===== src/rtl/sspmgt_map.vh =====
// constants for the strobed serial management port
// assumes includer uses these for bit counts, addresses and defaults
// Functional notes
// - the link uses three wires, serial input, acknowledge output and strobe.
// - the strobe is the one clock for both the inbound and outbound bit streams.
// - every configuration register can be written by the host over the link.
// - a transfer is start pulse, address, read/write command, then data, in that order.
// - start is input high at a strobe rise then low at the next strobe fall.
// - after start the address bits are shifted in, each taken while the strobe is high.
// - write data arrives on the serial input; read data leaves on the acknowledge output.
// - an abort is honoured at any point and leaves no partial write behind.
// - abort is input low at a strobe rise then high at the next strobe fall.
// - the link is synchronous serial, one bit per strobe cycle per line.
// - every register is eight bits wide so each data phase is one byte.
// - every register is reachable only through this link; no other path reaches the file.
// - the link check register at h36 reads back the fixed byte hDA.
`ifndef SSPMGT_MAP_VH
`define SSPMGT_MAP_VH
`define SSPMGT_ADDR_W 8
`define SSPMGT_DATA_W 8
`define SSPMGT_CNT_W 4
`define SSPMGT_CMD_READ 1'h1
`define SSPMGT_CHECK_ADDR 8'h36
`define SSPMGT_CHECK_VAL 8'hDA
`define SSPMGT_REG_DEPTH 256
`define SSPMGT_REG_RST 8'h00
`endif


===== src/rtl/sspmgt_sync.v =====
// two flop synchroniser for one asynchronous level
// assumes clock is the system clock; input comes from a pin
`default_nettype none
module sspmgt_sync (
  input wire clock,
  input wire sys_rst,
  input wire asyncIn,
  output reg syncOut
);
  reg meta_reg;
  always @(posedge clock) begin
    if (sys_rst) begin
      meta_reg <= 1'h0;
      syncOut <= 1'h0;
    end else begin
      meta_reg <= asyncIn;
      syncOut <= meta_reg;
    end
  end
endmodule // sspmgt_sync
`default_nettype wire


===== src/rtl/sspmgt_port.v =====
// strobed serial management port with its eight bit register file
// assumes strobe and serial input are pins, far slower than clock
`include "sspmgt_map.vh"
`default_nettype none
module sspmgt_port #(
  parameter ADDR_W = `SSPMGT_ADDR_W,
  parameter DATA_W = `SSPMGT_DATA_W
) (
  input wire clock,
  input wire sys_rst,
  input wire host_serial_in,
  input wire hostStrobe,
  output reg deviceAck,
  output reg writePulse,
  output reg [ADDR_W-1:0] writeAddr,
  output reg [DATA_W-1:0] writeData
);
  localparam CNT_W = `SSPMGT_CNT_W;
  localparam REG_DEPTH = `SSPMGT_REG_DEPTH;
  localparam integer ADDR_LAST = ADDR_W - 1;
  localparam integer DATA_LAST = DATA_W - 1;
  localparam [CNT_W-1:0] CNT_ZERO = {CNT_W{1'h0}};
  localparam [CNT_W-1:0] CNT_ONE = {{(CNT_W-1){1'h0}}, 1'h1};

  // one-hot sequencer states
  localparam [4:0] ST_IDLE = 5'h01;
  localparam [4:0] ST_ADDR = 5'h02;
  localparam [4:0] ST_CMD = 5'h04;
  localparam [4:0] ST_WDAT = 5'h08;
  localparam [4:0] ST_RDAT = 5'h10;

  // synchronised link wires and their edges
  wire strobeSync;
  wire dataSync;
  wire strobeRise;
  wire strobeFall;
  wire startSeen;
  wire abortSeen;
  // bit counter end points and decoded command
  wire [31:0] countWide;
  wire addrLast;
  wire dataLast;
  wire readCmd;
  wire [DATA_W-1:0] readValue;
  wire [DATA_W-1:0] writeByte;

  // sequencer registers and their next values
  reg strobeLast_reg;
  reg riseBit_reg;
  reg riseBit_next;
  reg [4:0] state_reg;
  reg [4:0] state_next;
  reg [CNT_W-1:0] count_reg;
  reg [CNT_W-1:0] count_next;
  reg [ADDR_W-1:0] addr_reg;
  reg [ADDR_W-1:0] addr_next;
  reg [DATA_W-1:0] shift_reg;
  reg [DATA_W-1:0] shift_next;
  reg deviceAck_next;
  reg writePulse_next;
  reg [ADDR_W-1:0] writeAddr_next;
  reg [DATA_W-1:0] writeData_next;
  reg [DATA_W-1:0] regFile [0:REG_DEPTH-1];
  integer i;

  // three link wires: strobe and serial input in, ack out
  sspmgt_sync uStrobe (
    .clock(clock),
    .sys_rst(sys_rst),
    .asyncIn(hostStrobe),
    .syncOut(strobeSync)
  );
  sspmgt_sync uData (
    .clock(clock),
    .sys_rst(sys_rst),
    .asyncIn(host_serial_in),
    .syncOut(dataSync)
  );

  // strobe idles low, so the cleared last sample gives no false rise after reset
  assign strobeRise = strobeSync & ~strobeLast_reg;
  assign strobeFall = ~strobeSync & strobeLast_reg;
  // rise/fall pair: a data change while strobe high is a framing mark
  assign startSeen = strobeFall & riseBit_reg & ~dataSync;
  assign abortSeen = strobeFall & ~riseBit_reg & dataSync;

  // widen the counter so the end points compare at one width
  assign countWide = {{(32-CNT_W){1'h0}}, count_reg};
  assign addrLast = (countWide == ADDR_LAST);
  assign dataLast = (countWide == DATA_LAST);
  assign readCmd = (riseBit_reg == `SSPMGT_CMD_READ);
  assign writeByte = {shift_reg[DATA_W-2:0], riseBit_reg};

  // link check byte is fixed, not stored
  // a write to that address still lands in the file, reads never see it
  assign readValue = (addr_reg == `SSPMGT_CHECK_ADDR) ? `SSPMGT_CHECK_VAL
    : regFile[addr_reg];

  // bit level sequencing, acted on at each synchronised strobe fall
  always @* begin
    state_next = state_reg;
    count_next = count_reg;
    addr_next = addr_reg;
    shift_next = shift_reg;
    riseBit_next = riseBit_reg;
    deviceAck_next = deviceAck;
    writePulse_next = 1'h0;
    writeAddr_next = writeAddr;
    writeData_next = writeData;
    if (strobeRise) begin
      riseBit_next = dataSync; // bit taken while strobe high
    end
    if (abortSeen) begin
      // nothing written until the last data bit, so abort leaves no trace
      state_next = ST_IDLE;
      deviceAck_next = 1'h0;
    end else if (startSeen) begin
      // a start inside a frame restarts it
      state_next = ST_ADDR;
      count_next = CNT_ZERO;
      deviceAck_next = 1'h0;
    end else if (strobeFall) begin
      // one bit per strobe cycle; framing marks take priority above
      case (state_reg)
        ST_IDLE: begin
          deviceAck_next = 1'h0;
        end
        ST_ADDR: begin
          addr_next = {addr_reg[ADDR_W-2:0], riseBit_reg}; // msb first
          if (addrLast) begin
            state_next = ST_CMD;
            count_next = CNT_ZERO;
          end else begin
            count_next = count_reg + CNT_ONE;
          end
        end
        ST_CMD: begin
          count_next = CNT_ZERO;
          if (readCmd) begin
            // msb goes out now, the rest on the following falls
            state_next = ST_RDAT;
            shift_next = {readValue[DATA_W-2:0], 1'h0};
            deviceAck_next = readValue[DATA_W-1];
          end else begin
            state_next = ST_WDAT;
          end
        end
        ST_WDAT: begin
          shift_next = writeByte;
          if (dataLast) begin
            // the only place a write is committed
            state_next = ST_IDLE;
            writePulse_next = 1'h1;
            writeAddr_next = addr_reg;
            writeData_next = writeByte;
          end else begin
            count_next = count_reg + CNT_ONE;
          end
        end
        ST_RDAT: begin
          if (dataLast) begin
            state_next = ST_IDLE;
            deviceAck_next = 1'h0;
          end else begin
            deviceAck_next = shift_reg[DATA_W-1];
            shift_next = {shift_reg[DATA_W-2:0], 1'h0};
            count_next = count_reg + CNT_ONE;
          end
        end
        default: begin
          state_next = ST_IDLE;
          deviceAck_next = 1'h0;
        end
      endcase
    end
  end

  // edge detector and sequencer state
  always @(posedge clock) begin
    if (sys_rst) begin
      strobeLast_reg <= 1'h0;
      riseBit_reg <= 1'h0;
      state_reg <= ST_IDLE;
      count_reg <= CNT_ZERO;
      addr_reg <= {ADDR_W{1'h0}};
      shift_reg <= {DATA_W{1'h0}};
    end else begin
      strobeLast_reg <= strobeSync;
      riseBit_reg <= riseBit_next;
      state_reg <= state_next;
      count_reg <= count_next;
      addr_reg <= addr_next;
      shift_reg <= shift_next;
    end
  end

  // outputs straight from flops, cleared in reset
  always @(posedge clock) begin
    if (sys_rst) begin
      deviceAck <= 1'h0;
      writePulse <= 1'h0;
      writeAddr <= {ADDR_W{1'h0}};
      writeData <= {DATA_W{1'h0}};
    end else begin
      deviceAck <= deviceAck_next;
      writePulse <= writePulse_next;
      writeAddr <= writeAddr_next;
      writeData <= writeData_next;
    end
  end

  // register file: all link-only here, other paths would add ports
  // reset clears every entry in one edge; no per-address defaults are kept
  always @(posedge clock) begin
    if (sys_rst) begin
      for (i = 0; i < REG_DEPTH; i = i + 1) begin
        regFile[i] <= `SSPMGT_REG_RST;
      end
    end else if (writePulse) begin
      regFile[writeAddr] <= writeData;
    end
  end
endmodule // sspmgt_port
`default_nettype wire


===== config.mk =====
export PLATFORM = sky130hd
export DESIGN_NAME = sspmgt_port
export DESIGN_NICKNAME = d
export VERILOG_FILES = /design/src/rtl/sspmgt_sync.v /design/src/rtl/sspmgt_port.v
export VERILOG_INCLUDE_DIRS = /design/src /design/src/rtl
export SDC_FILE = /design/constraint.sdc
export NUM_CORES = 2
export LEC_CHECK = 0
export BUFFER_PORTS_ARGS = -buffer_cell sky130_fd_sc_hd__buf_2
export CAP_MARGIN = 20
export CORE_MARGIN = 1
export CORE_UTILIZATION = 50
export DETAILED_ROUTE_END_ITERATION = 8
export PLACE_DENSITY = 0.66
export SYNTH_ARGS = -nofsm -noshare
export SYNTH_HDL_FRONTEND = slang
export SYNTH_HIERARCHICAL = 1
export SYNTH_SLANG_ARGS = --single-unit

===== constraint.sdc =====
create_clock -name clock -period 4.7 [get_ports clock]
set_clock_uncertainty 0.2 [all_clocks]
set_input_delay 0.94 -clock clock [delete_from_list [all_inputs] [get_ports clock]]
set_output_delay 0.94 -clock clock [all_outputs]
set_load 0.01 [all_outputs]

==> Word level (Yosys, flattened, before mapping) <==
Memory sizes are Yosys's and may differ from the RTL's. A register that Yosys moved wholly into a read port is not among the register bits.
Cells that the tools add are included.
{ "op_classes": {"n_mux": 29, "n_eq_ne": 15, "reduce_logical": 16, "add_sub_neg": 1, "bitwise": 16} }
{ "op_table": {"columns": ["cell", "n"], "rows": [
  ["$mux 8", 7],
  ["$pmux 8 s3", 1],
  ["$pmux 5 s4", 1],
  ["$mux 4", 4],
  ["$reduce_and 4->1", 4],
  ["$mux 5", 3],
  ["$pmux 4 s3", 1],
  ["$not 1->1", 10],
  ["$mux 1", 9],
  ["$eq 8x6->1 const B", 1],
  ["$ne 2x2->1 const B", 4],
  ["$reduce_or 8->1", 1],
  ["$and 1x1->1", 6],
  ["$ne 3x3->1 const B", 2],
  ["$reduce_and 6->1", 1],
  ["$reduce_or 2->1", 3],
  ["$eq 5x1->1 const B", 1],
  ["$eq 5x2->1 const B", 1],
  ["$eq 5x3->1 const B", 1],
  ["$eq 5x4->1 const B", 1],
  ["$eq 5x5->1 const B", 1],
  ["$reduce_and 5->1", 1],
  ["$reduce_or 5->1", 1],
  ["$add 4x1->4 const B", 1],
  ["other kinds (10)", 11]
]} }
{ "word_totals": {"wordCells": 93, "mem_bits_rw": 2048, "reg_bits": 49, "n_memories": 1, "out_inout_bits": 18, "inputBits": 4} }
{ "memory_table": {"columns": ["name", "depth", "width", "read_ports", "rd_ports_with_merged_regs", "wr", "line_no", "rtl"], "rows": [
  ["regFile", 256, 8, 1, 1, 256, "sspmgt_port.v:63", "reg [DATA_W-1:0] regFile [0:REG_DEPTH-1];"]
]} }

==> Logic depth before layout (Yosys ltp) <==
{ "logic_depth": {"depth_word": 8, "ltp_mapped": 13, "ltp_nobuf": 8} }

==> Hierarchy <==
Netlist, hierarchy kept.
{ "by_module_without_submodules": {"columns": ["mod", "seq_area_each_um2", "area_each_um2", "cells_per_inst", "instances"], "rows": [
  ["sspmgt_port", 62560.0, 97785.0, 6523, 1],
  ["sspmgt_sync", 40.0, 52.6, 4, 2]
]} }

==> Worst setup path after synthesis <==
Ideal clock, no wire load.
{ "synth_timing": {"path_type": "in2reg", "from": "input port sys_rst", "to": "memory regFile[248][0] (netlist name), enable pin", "t_arrival_ps": 2635, "slack_ps": 1491, "setup_ps": 375, "path_buffers": 4, "stages": 7, "required_ps": 4125, "path_cell_list": "clkbuf_1 nor2b_1 clkbuf_1 clkbuf_1 nand3_1 clkbuf_1 o21bai_1"} }
{ "synth_rtl": {"columns": ["element", "line_no", "rtl"], "rows": [
  ["start, declared", "sspmgt_port.v:10", "input wire sys_rst,"],
  ["end, declared", "sspmgt_port.v:63", null]
]} }

==> flow_summary_export.csv <==
group,metric,value,unit
synthesis,synth_fa_ha_area_frac,0.000230,
detailed_routing,drt_iter0_markers,7601,
clock_network,cts_tree,"yes",
floorplan,die_h,444,um
clock_network,cts_max_path_buffers,3,
floorplan,die_area,198000,sq um
setup_path,crit_type,"reg -> reg",
synthesis,muxShareOfSynthArea,0.140,
power_and_ir_drop,p_per_area,369,nW/um^2
detailed_routing,ant_nets,0,
clock_network,htree_num_levels,4,
synthesis,synth_seq_area_share,0.640,
clock_network,path_clk_slew,0.07,ns
sta,finalHoldViolations,0,
power_and_ir_drop,clkPwrFrac,0.442,
placed_design,dp.cells,8847,
power_and_ir_drop,power_switching,8.46,mW
sta,maxSlewViolCount,0,
synthesis,syn_inst,6531,
detailed_routing,routed-via-count,57300,
floorplan,ioPinCount,22,
finish,area_delta_synth_final,10.7,%
clock_network,clkSinkCount,2105,
detailed_routing,viasPerCell,6.19,
flow_run,cap_violations,0,
synthesis,synthDistinctLibCells,68,
detailed_routing,drc,0,
sta,min_period,4.06,ns
floorplan,core,195000,sq um
detailed_routing,wl_per_cell,30.6,um
grt,grt_pass1_vias,56000,
synthesis,synth_simple_gate_area_frac,0.173,
grt,grt_max_degree,182,
detailed_routing,dr.pass1.iters,6,
clock_network,cts_buffers,211,
synthesis,synth_compound_area_frac,0.0199,
setup_path,critPathMaxFanout,15,
sta,worst_slew_pin_slew,1.21,ns
clock_network,root_buffer,"clkbuf_16",
placed_design,dpl.hpwl,179000,um
synthesis,ys_ff_latch,2105,
setup_path,critPathRequiredTime,5.05,ns
finish,fin_cells,9257,
sta,setup_viol,0,
synthesis,synth_enable_flop_cells,2048,
setup_path,crit_arrival,4.41,ns
power_and_ir_drop,vdd_drop_max,0.000341,V
grt,grt_antenna_before_repair,9,
synthesis,synth_fp_nets,6536,
grt,grt_pass1_wl,407000,um
power_and_ir_drop,seqPwrFrac,0.534,
detailed_routing,totalWireLength,283000,um
setup_path,start_kind,"flip-flop",
power_and_ir_drop,power.internal,31.5,mW
finish,regMostFlops,"regFile",
power_and_ir_drop,combPwrFrac,0.024,
grt,grt_use_total,0.286,
finish,drive_above_1_share,0.209,
floorplan,chipWidth,444,um
synthesis,mappedNetlistArea,97900,sq um
synthesis,ys.warnings.count,6,
floorplan,rows,162,
placed_design,gp_congestion,0.930,
synthesis,syn_area_per_cell,15.0,sq um
synthesis,yosys_most_used_dff,"edfxtp_1",
sta,grt_setup_unrepaired,"false",
sta,slew_headroom,0.191,
clock_network,worstSkewPairLatency,0.91,ns
outcome,status,"finished, final reports clean",
finish,finalNetCount,6443,
power_and_ir_drop,p_leak,38.8,nW
worst_hold_path,holdCritPathClass,"reg -> reg",
synthesis,async_reset_ff_frac,0,
sta,hold_ws,0.280,ns
synthesis,synth_xor_area_frac,0.000358,
synthesis,synth_top_family_by_area,"simple AND/OR/NAND/NOR gates",
grt,overflow,0,
sta,post-route-period-util,0.864,
sta,fmax,0.246,GHz
sta,tns,0,ns
placed_design,port_buffers,21,
finish,largest_reg_flops,2048,
power_and_ir_drop,swShare,0.212,
floorplan,start_util,0.503,
setup_path,crit_path_end_kind,"flip-flop",
[critical path: stages (launching register included)]
cell,delay (ns)
dfxtp_1,0.72
nor2b_1,0.52
nand2_1,0.70
nor2_1,1.13
or2_2,0.41
[per-stage QoR]
step / setup slack (ns) / power, mW / instance area [sq um] / util
after floorplan: 1.49 / 22.2 / 97900 / -
after global placement: 0.611 / 22.6 / 101000 / 0.519
after detailed placement: 0.586 / 22.7 / 101000 / 0.519
after CTS: 0.591 / 40.1 / 108000 / 0.556
after global routing: 0.403 / 40.8 / 108000 / 0.556
final: 0.637 / 40.0 / 108000 / 0.556
[worst paths after layout]
path / slack, ns / end / startpoint / depth (start not counted)
max: 0.64 / regFile[173][7]$_SDFFCE_PN0P_ / writeAddr[7]$_SDFFE_PP0P_ / 4
min: 0.28 / writeData[1]$_SDFFE_PP0P_ / shift_reg[0]$_SDFFE_PP0P_ / 2
max reg2reg: 0.64 / regFile[173][7]$_SDFFCE_PN0P_ / writeAddr[7]$_SDFFE_PP0P_ / 4
min reg2reg: 0.28 / writeData[1]$_SDFFE_PP0P_ / shift_reg[0]$_SDFFE_PP0P_ / 2
[layout by cell type, fill, tap and decap left out, types with 12 or more instances in the layout]
master | netlist | routed
bufinv_16 | 0 | 31
clkinv_1 | 0 | 46
a211oi_1 | 30 | 30
o21ai_0 | 31 | 31
or2_2 | 218 | 218
o21bai_1 | 22 | 22
a22oi_1 | 12 | 12
a21o_1 | 28 | 28
nand4_1 | 16 | 16
o22ai_1 | 16 | 16
clkbuf_1 | 408 | 25
and3_1 | 374 | 374
nand2_1 | 146 | 146
clkbuf_16 | 0 | 211
nor3_1 | 20 | 15
dfxtp_1 | 57 | 43
a21oi_1 | 55 | 55
nor2_1 | 269 | 264
mux4_2 | 544 | 544
buf_2 | 61 | 20
and2_1 | 1695 | 1695
nand2b_1 | 22 | 22
edfxtp_1 | 2048 | 2048
clkinv_2 | 0 | 46
dfxtp_4 | 0 | 13
nor2b_1 | 46 | 46
a31oi_1 | 16 | 16
diode_2 | 0 | 12
nand3_1 | 51 | 46
mux2i_1 | 129 | 129
buf_4 | 51 | 188
mux2_2 | 18 | 18
a221oi_1 | 12 | 12
buf_12 | 0 | 38
[final cells by class]
| type | count | area, sq um |
|---|---|---|
| Multi-Input combinational cell | 3862 | 32800 |
| Timing Repair Buffer | 252 | 2340 |
| Antenna cell | 12 | 30.0 |
| Fill cell | 15200 | 86400 |
| Tap cell | 2624 | 3280 |
| Clock inverter | 160 | 1900 |
| Inverter | 6 | 25.0 |
| Clock buffer | 236 | 5370 |
| Sequential cell | 2105 | 62700 |
[power by group through the flow]
stage	Sequential (mW)	Combinational (mW)	Clock, mW
final	21.3	0.941	17.7
after global routing	21.4	0.991	18.5
after CTS	21.3	0.943	17.8
after detailed placement	21.7	0.938	0
after global placement	21.7	0.916	0
after floorplan	21.6	0.629	0
[layer usage]
metal	wire length [um]	vias to the layer above	track usage
li1	-	24100	-
met1	113000	29700	0.399
met3	27400	553	0.0663
met2	130000	2927	0.436
met5	68	-	0
met4	11900	10	0.116
[repair_timing]
action / CTS / global route
buffers inserted: 0 / 0
setup endpoints to repair: 0 / 0
gates resized for setup: 0 / 0
hold buffers: 2 / 0
endpoints found under the hold margin: 2 / 0
[cell usage after synthesis (all sizes together) (46+ instances only)]
cell	instances	area (sq um)
clkbuf	408	1530
nand3	51	255
mux4	544	12300
mux2i	129	1290
and3	374	2340
dfxtp	57	1140
nor2b	46	288
a21oi	55	275
and2	1696	10600
nor2	269	1010
or2	218	1360
edfxtp	2048	61500
buf	150	1010
nand2	146	548
[kinds of logic (layout without fill, tap and decap cells)]
kind of cell    Yosys count  count (layout)
xor+xnor                  4               4
buf+inv                 564             654
simple gates           2882            2882
other cells               0              12
flops                  2105            2105
fa+ha+maj                 2               2
compound gates          283             283
mux                     691             691
Note: power is estimated with default switching activity, not from simulation.
